## config.mk

```make
export PLATFORM = sky130hd
export DESIGN_NAME = pdmc_ctrl
export DESIGN_NICKNAME = d
export VERILOG_FILES = /design/src/rtl/pdmc_pkg.sv /design/src/rtl/pdmc_ctrl.sv
export VERILOG_INCLUDE_DIRS = /design/src /design/src/rtl
export SDC_FILE = /design/constraint.sdc
export NUM_CORES = 1
export LEC_CHECK = 0
export ABC_AREA = 1
export BUFFER_PORTS_ARGS = -buffer_cell sky130_fd_sc_hd__buf_2
export CORE_MARGIN = 8
export CORE_UTILIZATION = 40
export CTS_CLUSTER_DIAMETER = 200
export DETAILED_ROUTE_END_ITERATION = 6
export SLEW_MARGIN = 5
export SYNTH_ARGS = -nofsm -noshare
export SYNTH_HDL_FRONTEND = slang
export SYNTH_SLANG_ARGS = --single-unit
```

## constraint.sdc

```tcl
create_clock -name clk_sys -period 2.8 [get_ports clk_sys]
set_clock_uncertainty 0.05 [all_clocks]
set_input_delay 0.28 -clock clk_sys [delete_from_list [all_inputs] [get_ports clk_sys]]
set_output_delay 0.28 -clock clk_sys [all_outputs]
set_load 0.01 [all_outputs]
```

## src/rtl/pdmc_defines.svh

```systemverilog
`ifndef PDMC_DEFINES_SVH
`define PDMC_DEFINES_SVH
// Overview of operation
// - Sleep instruction: target 0 sleeps, 1 standbys
// - Standby target survives wake, software clears
// - Watchdog timer mode ignores the standby target
// - Standby bus outputs float or hold
// - Settle code picks wait length, reserved codes
// - Settle wait counts peripheral clock states
// - Trap bit turns sleep into exception
// - Trap bit stays set, software clears
// - Reserved standby bits read zero
// - Module stop bit 1 stops, 0 releases
// - Reset leaves most modules stopped
// - Serial units reset in clock-stop and standby
// - Hardware standby resets every peripheral
// - Clock-stop wakes on external or timer interrupts
// - Standby wakes on external or USB interrupt
// - Timer units follow their stop bits in run, sleep and clock-stop
// - Stopped units retain internal values
// - Clock ratios set independently
// - All stopped plus enable gives clock-stop
// - Deep select sends standby to deep standby
// Register offsets
`define PDMC_OFF_SBY 12'h000
`define PDMC_OFF_MSA 12'h004
`define PDMC_OFF_MSB 12'h008
`define PDMC_OFF_DEEP 12'h00C
`define PDMC_OFF_STAT 12'h010
`define PDMC_OFF_CDIV 12'h014
// Field positions
`define PDMC_SBY_TARGET 15
`define PDMC_SBY_HOLD 14
`define PDMC_SBY_STS_HI 12
`define PDMC_SBY_STS_LO 8
`define PDMC_SBY_TRAP 7
`define PDMC_MSA_ALL_CLOCK_STOP_ENABLE 15
`define PDMC_MSA_TMR_HI 9
`define PDMC_MSA_TMR_LO 8
`define PDMC_DEEP_SEL 7
// Reset values and masks
`define PDMC_SBY_RST 16'h4F00
`define PDMC_SBY_WMASK 16'hDF80
`define PDMC_MSA_RST 16'h0FFF
`define PDMC_MSB_RST 16'hFFFF
`define PDMC_CDIV_RST 6'h00
`define PDMC_SCU_MASK 16'h1700
// Settle wait codes and state counts
`define PDMC_STS_FIRST 5'h05
`define PDMC_STS_LAST 5'h0F
`define PDMC_WAIT_64 20'h0_0040
`define PDMC_WAIT_512 20'h0_0200
`define PDMC_WAIT_1K 20'h0_0400
`define PDMC_WAIT_2K 20'h0_0800
`define PDMC_WAIT_4K 20'h0_1000
`define PDMC_WAIT_16K 20'h0_4000
`define PDMC_WAIT_32K 20'h0_8000
`define PDMC_WAIT_64K 20'h1_0000
`define PDMC_WAIT_128K 20'h2_0000
`define PDMC_WAIT_256K 20'h4_0000
`define PDMC_WAIT_512K 20'h8_0000
`endif

```

## src/rtl/pdmc_pkg.sv

```systemverilog
package pdmc_pkg;
   // One-hot power-down states
   typedef enum logic [6:0] {
      pdmc_run = 7'h01,
      pdmc_sleep = 7'h02,
      pdmc_acstop = 7'h04,
      pdmc_swstby = 7'h08,
      pdmc_deep = 7'h10,
      pdmc_settle = 7'h20,
      pdmc_hwstby = 7'h40
   } pdmc_state_t;
   // Internal wake sources, same clock domain
   typedef struct packed {
      logic tmr;
      logic wdt;
      logic t32k;
      logic usb;
      logic other;
   } pdmc_wake_t;
   // External bus output control during standby
   typedef struct packed {
      logic hiz;
      logic hold;
   } pdmc_bus_t;
   // Clock enable pulses per domain
   typedef struct packed {
      logic sys;
      logic per;
      logic bus;
   } pdmc_clk_en_t;
endpackage

```

## src/rtl/pdmc_ctrl.sv

```systemverilog
`include "pdmc_defines.svh"
module pdmc_ctrl #(
   parameter int unsigned WAIT_DIV = 1
) (
   input wire logic clk_sys,
   input wire logic reset,
   input wire logic psel,
   input wire logic penable,
   input wire logic pwrite,
   input wire logic [11:0] paddr,
   input wire logic [31:0] pwdata,
   output logic [31:0] prdata,
   output logic pready,
   output logic pslverr,
   input wire logic sleep_req,
   input wire logic wdt_timer_mode,
   input wire logic ext_irq_pin,
   input wire logic hw_standby_n_pin,
   input wire pdmc_pkg::pdmc_wake_t wake,
   output logic cpu_run,
   output logic osc_run,
   output logic sleep_exc,
   output pdmc_pkg::pdmc_state_t mode,
   output logic [15:0] module_stop_a,
   output logic [15:0] module_stop_b,
   output logic scu_reset,
   output logic periph_reset,
   output pdmc_pkg::pdmc_bus_t bus_ctl,
   output pdmc_pkg::pdmc_clk_en_t clk_en
);

   // Shortening the waits only makes sense for simulation
   if (WAIT_DIV < 1 || WAIT_DIV > 65536) begin : g_chk
      $error("WAIT_DIV out of range");
   end

   logic [15:0] sby_q;
   logic [15:0] msa_q;
   logic [15:0] msb_q;
   logic deep_sel_q;
   logic [5:0] cdiv_q;
   logic [2:0] div_cnt_q;
   logic [19:0] wait_q;
   logic ext_s1_q;
   logic ext_q;
   logic hws_s1_q;
   logic hws_n_q;
   pdmc_pkg::pdmc_state_t state_q;
   logic [31:0] rdata_d;
   logic addr_ok;
   logic wr_acc;
   logic rd_setup;
   logic target;
   logic all_stopped;
   logic acs_ok;
   logic sw_wake;
   logic acs_wake;
   logic any_wake;
   logic per_en;

   // Settle wait per code; reserved codes take the longest wait
   function automatic logic [19:0] wait_len(input logic [4:0] sts);
      logic [19:0] n;
      n = `PDMC_WAIT_512K;
      case (sts)
         5'h05: n = `PDMC_WAIT_64;
         5'h06: n = `PDMC_WAIT_512;
         5'h07: n = `PDMC_WAIT_1K;
         5'h08: n = `PDMC_WAIT_2K;
         5'h09: n = `PDMC_WAIT_4K;
         5'h0A: n = `PDMC_WAIT_16K;
         5'h0B: n = `PDMC_WAIT_32K;
         5'h0C: n = `PDMC_WAIT_64K;
         5'h0D: n = `PDMC_WAIT_128K;
         5'h0E: n = `PDMC_WAIT_256K;
         default: n = `PDMC_WAIT_512K;
      endcase
      n = 20'(n / WAIT_DIV);
      if (n == 20'h0_0000) begin
         n = 20'h0_0001;
      end
      return n;
   endfunction

   // Enable pulse once every 2**sel clocks
   function automatic logic div_en(input logic [2:0] cnt, input logic [1:0] sel);
      logic [2:0] m;
      m = 3'((4'h1 << sel) - 4'h1);
      return (cnt & m) == 3'h0;
   endfunction

   // Two-flop synchronisers for the pins
   always_ff @(posedge clk_sys) begin
      if (reset) begin
         ext_s1_q <= 1'b0;
         ext_q <= 1'b0;
         hws_s1_q <= 1'b1;
         hws_n_q <= 1'b1;
      end else begin
         ext_s1_q <= ext_irq_pin;
         ext_q <= ext_s1_q;
         hws_s1_q <= hw_standby_n_pin;
         hws_n_q <= hws_s1_q;
      end
   end

   // Address decode and bus phases
   always_comb begin
      addr_ok = 1'b0;
      if (paddr == `PDMC_OFF_SBY) begin
         addr_ok = 1'b1;
      end else if (paddr == `PDMC_OFF_MSA) begin
         addr_ok = 1'b1;
      end else if (paddr == `PDMC_OFF_MSB) begin
         addr_ok = 1'b1;
      end else if (paddr == `PDMC_OFF_DEEP) begin
         addr_ok = 1'b1;
      end else if (paddr == `PDMC_OFF_STAT) begin
         addr_ok = 1'b1;
      end else if (paddr == `PDMC_OFF_CDIV) begin
         addr_ok = 1'b1;
      end
   end

   assign pready = psel & penable; // Zero wait states
   assign pslverr = psel & penable & ~addr_ok;
   assign wr_acc = psel & penable & pwrite & addr_ok;
   assign rd_setup = psel & ~penable & ~pwrite;

   // Read mux; reserved standby bits come back as zero
   always_comb begin
      rdata_d = 32'h0000_0000;
      if (paddr == `PDMC_OFF_SBY) begin
         rdata_d[15:0] = sby_q & `PDMC_SBY_WMASK;
      end else if (paddr == `PDMC_OFF_MSA) begin
         rdata_d[15:0] = msa_q;
      end else if (paddr == `PDMC_OFF_MSB) begin
         rdata_d[15:0] = msb_q;
      end else if (paddr == `PDMC_OFF_DEEP) begin
         rdata_d[`PDMC_DEEP_SEL] = deep_sel_q;
      end else if (paddr == `PDMC_OFF_STAT) begin
         rdata_d[6:0] = state_q;
      end else if (paddr == `PDMC_OFF_CDIV) begin
         rdata_d[5:0] = cdiv_q;
      end
   end

   // Read data captured in setup, stands through access
   always_ff @(posedge clk_sys) begin
      if (reset) begin
         prdata <= 32'h0000_0000;
      end else if (rd_setup) begin
         prdata <= rdata_d;
      end
   end

   // Control registers change only by software writes
   always_ff @(posedge clk_sys) begin
      if (reset) begin
         sby_q <= `PDMC_SBY_RST;
         msa_q <= `PDMC_MSA_RST;
         msb_q <= `PDMC_MSB_RST;
         deep_sel_q <= 1'b0;
         cdiv_q <= `PDMC_CDIV_RST;
      end else if (wr_acc) begin
         if (paddr == `PDMC_OFF_SBY) begin
            sby_q <= pwdata[15:0] & `PDMC_SBY_WMASK;
         end else if (paddr == `PDMC_OFF_MSA) begin
            msa_q <= pwdata[15:0];
         end else if (paddr == `PDMC_OFF_MSB) begin
            msb_q <= pwdata[15:0];
         end else if (paddr == `PDMC_OFF_DEEP) begin
            deep_sel_q <= pwdata[`PDMC_DEEP_SEL];
         end else if (paddr == `PDMC_OFF_CDIV) begin
            cdiv_q <= pwdata[5:0];
         end
      end
   end

   // Free divider; each domain picks its own ratio
   always_ff @(posedge clk_sys) begin
      if (reset) begin
         div_cnt_q <= 3'h0;
      end else begin
         div_cnt_q <= div_cnt_q + 3'h1;
      end
   end

   assign per_en = div_en(div_cnt_q, cdiv_q[3:2]);

   // Registered enables, independent per domain
   always_ff @(posedge clk_sys) begin
      if (reset) begin
         clk_en <= '0;
      end else begin
         clk_en.sys <= div_en(div_cnt_q, cdiv_q[5:4]);
         clk_en.per <= per_en;
         clk_en.bus <= div_en(div_cnt_q, cdiv_q[1:0]);
      end
   end

   // Transition conditions
   assign target = sby_q[`PDMC_SBY_TARGET] & ~wdt_timer_mode;
   // Timer stop bits left out; those units may run through clock-stop
   assign all_stopped = (&msa_q[14:10]) & (&msa_q[7:0]) & (&msb_q);
   assign acs_ok = msa_q[`PDMC_MSA_ALL_CLOCK_STOP_ENABLE] & all_stopped;
   assign sw_wake = ext_q | wake.usb;
   assign acs_wake = ext_q | wake.tmr | wake.wdt | wake.t32k;
   assign any_wake = acs_wake | wake.usb | wake.other;

   // Sequencer; sleep_req marks the completed sleep instruction
   always_ff @(posedge clk_sys) begin
      if (reset) begin
         state_q <= pdmc_pkg::pdmc_run;
         wait_q <= 20'h0_0000;
         sleep_exc <= 1'b0;
      end else begin
         sleep_exc <= 1'b0;
         if (!hws_n_q) begin
            state_q <= pdmc_pkg::pdmc_hwstby;
         end else begin
            case (state_q)
               pdmc_pkg::pdmc_run: begin
                  if (sleep_req) begin
                     if (sby_q[`PDMC_SBY_TRAP]) begin
                        sleep_exc <= 1'b1;
                     end else if (!target) begin
                        state_q <= acs_ok ? pdmc_pkg::pdmc_acstop : pdmc_pkg::pdmc_sleep;
                     end else if (deep_sel_q && !sw_wake) begin
                        state_q <= pdmc_pkg::pdmc_deep;
                     end else begin
                        state_q <= pdmc_pkg::pdmc_swstby;
                     end
                  end
               end
               pdmc_pkg::pdmc_sleep: begin
                  if (any_wake) begin
                     state_q <= pdmc_pkg::pdmc_run;
                  end
               end
               pdmc_pkg::pdmc_acstop: begin
                  if (acs_wake) begin
                     state_q <= pdmc_pkg::pdmc_run;
                  end
               end
               pdmc_pkg::pdmc_swstby, pdmc_pkg::pdmc_deep: begin
                  if (sw_wake) begin
                     state_q <= pdmc_pkg::pdmc_settle;
                     wait_q <= wait_len(sby_q[`PDMC_SBY_STS_HI:`PDMC_SBY_STS_LO]);
                  end
               end
               pdmc_pkg::pdmc_settle: begin
                  if (per_en) begin
                     wait_q <= wait_q - 20'h0_0001;
                     if (wait_q == 20'h0_0001) begin
                        state_q <= pdmc_pkg::pdmc_run;
                     end
                  end
               end
               pdmc_pkg::pdmc_hwstby: begin
                  state_q <= pdmc_pkg::pdmc_settle;
                  wait_q <= wait_len(sby_q[`PDMC_SBY_STS_HI:`PDMC_SBY_STS_LO]);
               end
               default: begin
                  state_q <= pdmc_pkg::pdmc_run;
               end
            endcase
         end
      end
   end

   assign mode = state_q;
   assign cpu_run = state_q == pdmc_pkg::pdmc_run;
   // Oscillator off only in the standby states
   assign osc_run = ~(state_q inside {pdmc_pkg::pdmc_swstby, pdmc_pkg::pdmc_deep,
                                      pdmc_pkg::pdmc_hwstby});

   // Peripheral gating; stops gate clocks, serial and hardware standby resets clear state
   always_ff @(posedge clk_sys) begin
      if (reset) begin
         module_stop_a <= `PDMC_MSA_RST;
         module_stop_b <= `PDMC_MSB_RST;
         scu_reset <= 1'b0;
         periph_reset <= 1'b0;
         bus_ctl <= '0;
      end else begin
         case (state_q)
            pdmc_pkg::pdmc_run, pdmc_pkg::pdmc_sleep: begin
               module_stop_a <= msa_q;
               module_stop_b <= msb_q;
            end
            pdmc_pkg::pdmc_acstop: begin
               module_stop_a <= 16'hFFFF;
               module_stop_a[`PDMC_MSA_TMR_HI] <= msa_q[`PDMC_MSA_TMR_HI];
               module_stop_a[`PDMC_MSA_TMR_LO] <= msa_q[`PDMC_MSA_TMR_LO];
               module_stop_b <= 16'hFFFF;
            end
            default: begin
               module_stop_a <= 16'hFFFF;
               module_stop_b <= 16'hFFFF;
            end
         endcase
         // Serial units lose state in clock-stop and standby; hardware standby resets every peripheral
         scu_reset <= state_q inside {pdmc_pkg::pdmc_acstop, pdmc_pkg::pdmc_swstby,
                                      pdmc_pkg::pdmc_deep};
         periph_reset <= state_q == pdmc_pkg::pdmc_hwstby;
         if (state_q inside {pdmc_pkg::pdmc_swstby, pdmc_pkg::pdmc_deep}) begin
            bus_ctl.hiz <= ~sby_q[`PDMC_SBY_HOLD];
            bus_ctl.hold <= sby_q[`PDMC_SBY_HOLD];
         end else begin
            bus_ctl <= '0;
         end
      end
   end

   // Helper: per-clock states seen in one settle wait
   logic [19:0] seen_q;
   logic [19:0] load_q;
   always_ff @(posedge clk_sys) begin
      if (reset) begin
         seen_q <= 20'h0_0000;
         load_q <= 20'h0_0000;
      end else if (state_q != pdmc_pkg::pdmc_settle) begin
         seen_q <= 20'h0_0000;
         load_q <= wait_len(sby_q[`PDMC_SBY_STS_HI:`PDMC_SBY_STS_LO]);
      end else if (per_en) begin
         seen_q <= seen_q + 20'h0_0001;
      end
   end
endmodule

```

==> run metrics <==
CP Capture Type flop; Via Count 6261; post-route ant nets 0; Port-buffer cells 108; max-cap violations 0; initial antenna violation count 0; Post-Synth Adder-Cell Area 0.542%; Synth Area in Compound Gates 9.19%; Worst-Margin Slew 0.648 ns; synthesized area 6930 um2; Syn Area/Cell 7.20 um2; final period utilization 76.8%; Layout area overhead 18.0%; TNS Setup 0 ns; slowest stage delay, CP 0.44 ns; first-pass GRT wire length 31100 um; CP Cell Sequence nor2_1, nand2_1, nor2_4, nor2_1, nand2_2, nand2_2, nor2_4, nand2_1, o21ai_1, nor2_1; row cnt 48; RSZ-0062 raised after global routing no; Syn. warnings 0; Core ar. 17100 um2; final wirelength 19500 um; vias per cell 4.82; mux contribution to synthesized area 0%; drt pass-1 iters 7; IO Pins 141; sw frac 31.6%; Max-slew headroom 56.8%; Distinct cells, synth 45; P_int 4.16 mW; fin. max-slew vios 0; PwrDens 744 nW/um2; total CTS buffers 17; Post-Syn Instances 963; GP Congestion 0.852; Final Hold Fails 0; gr usage total 18.0%; CP startpoint kind flop; GR Overflow Total 0; Root Driver clkbuf_16; worst vdd ir 0.487 mV; Arr. time, crit path 2.39 ns; CTS tree done; count of flip-flops with a built-in enable after synthesis 0; Worst-path clk slew 0.06 ns; Slowest cell on crit path nor2_4; Comb pwr share 21.3%; main combinational cell family by area after synthesis simple AND/OR/NAND/NOR gates; post-CTS sizing 0; DIE HEIGHT 148 um; clock tree buffer depth 2; Final Net Count 1124; ant diodes 0; worst path required time 3.04 ns; fmax 0.465 GHz; Setup CP Type reg2reg; dpl hpwl 14600 um; layout cells sized above 1 19.4%; CTS sink cnt 148; vias in the first global route 6006; Worst Hold Class in2reg; simple-gate area share of the yosys netlist 35.8%; initial drt markers 494; Synth Flop Type dfxtp_1; DRC viols 0; Skew-Pair Late Insertion Delay 0.43 ns; Sequential Power Share 38.0%; post-synthesis xor/xnor area fraction 1.14%; largest net degree at the start of global routing 50; Util after Layout 47.8%; Seq/Total Area, Yosys 42.8%; post-synthesis register bit count 148; clock group share of total power 40.8%; Setup-failing EPs final 0; initial core utilization 40.5%; Die Wd 148 um; fin crit period 2.15 ns; H-tree levels 4; outcome finished clean; Crit path top cell by count nor2_1; Routed WL per cell 15.0 um; async set-reset flop share out of synthesis 0%; die area 21800 um2; Crit Path Max Fanout 21; leakage power figure 4.12 nW; Psw 1.92 mW
layer usage:
metal / vias up / part of all wire, % / wire (um) / global-route usage [%]
met1: 2813 / 46 / 9040 / 23.4
met3: 26 / 6.1 / 1190 / 3.91
met2: 175 / 46 / 8870 / 28.2
met5: - / 0 / 0 / 0
li1: 3247 / - / - / -
met4: 0 / 1.9 / 367 / 7.29
cell usage in the layout, fill, tap and decap left out, types with 9 or more instances in the layout:
cell type,instances
nand2_1,242
dfxtp_1,148
nor2_1,121
buf_2,108
inv_1,103
nand3_1,93
a21oi_1,39
o21ai_0,32
nand4_1,21
clkbuf_16,17
conb_1,16
nand2_2,12
nor2_2,11
o21ai_1,9
synth_stat cells (7+ instances only):
cell,instances,area share (%)
dfxtp_1,148,43
o21ai_0,32,2.3
inv_1,104,5.6
nor2_1,121,6.6
buf_4,20,2.2
nand4_1,21,1.9
nand3_1,93,6.7
nor2_2,11,0.99
a21oi_1,39,2.8
nor3_1,7,0.51
nor2_4,8,1.3
clkbuf_1,15,0.81
o21ai_1,9,0.65
nand2_2,12,1.1
nand2_1,242,13
final cells by class:
class / instances / area, um2
Fill cell: 1780 / 8940
Multi-Input combinational cell: 674 / 3300
Sequential cell: 148 / 2960
Timing Repair Buffer: 114 / 588
Clock buffer: 19 / 443
Inverter: 108 / 412
Tap cell: 225 / 282
Clock inverter: 12 / 193
final timing paths:
path	start	to	slack, ns	depth (start not counted)
hold reg to reg	hws_s1_q	hws_n_q	0.36	1
setup reg to reg	mode[4]	wait_q[6]	0.65	10
hold / removal	ext_irq_pin	ext_s1_q	0.02	3
setup / recovery	mode[4]	wait_q[6]	0.65	10
power groups by stage:
stage,combinational [mW],sequential [mW],clock (mW)
4_1_cts,1.30,2.31,2.51
3_3_place_gp,1.28,2.35,0
2_1_floorplan,0.976,2.36,0
6_report,1.29,2.31,2.48
5_1_grt,1.48,2.33,2.60
3_5_place_dp,1.29,2.36,0
worst max-delay path, delay by kind of cell, from the launching register on:
| family | cells | cell delay, ns |
|---|---|---|
| flops | 1 | 0.37 |
| compound gates | 1 | 0.09 |
| simple gates | 9 | 1.49 |
what timing repair did:
action,CTS,global route
buffers inserted,0,0
endpoints found under the hold margin,1,0
hold buffers,1,0
endpoints found under the setup margin,0,0
registers in the layout, indices dropped and copies added (netlist names), 2 cells and up, named ones only:
name	cells
wait_q	20
cdiv_q	6
module_stop_a	16
sby_q	8
msb_q	16
prdata	16
mode	7
clk_en	3
msa_q	16
module_stop_b	16
div_cnt_q	3
bus_ctl	2
through the flow:
stage | hold slack [ns] | std cells | power [mW] | setup WS, ns | area (um2)
floorplan | 0.334 | 978 | 3.34 | 1.24 | 6990
global placement | 0.342 | 1268 | 3.63 | 0.647 | 7530
detailed placement | 0.344 | 1268 | 3.64 | 0.642 | 7530
CTS | 0.00613 | 1300 | 6.12 | 0.610 | 8180
global route | 0.0256 | 1300 | 6.41 | 0.344 | 8180
finish | 0.0197 | 1300 | 6.08 | 0.649 | 8180
kinds of logic after synthesis:
family,count (synthesis)
buffers and inverters,156
flip-flops,148
adder cells (fa/ha/maj),3
XOR/XNOR,9
other,1
AND/OR/NAND/NOR,540
AO/OA/AOI/OAI,106
(Power assumes the default switching activity.)
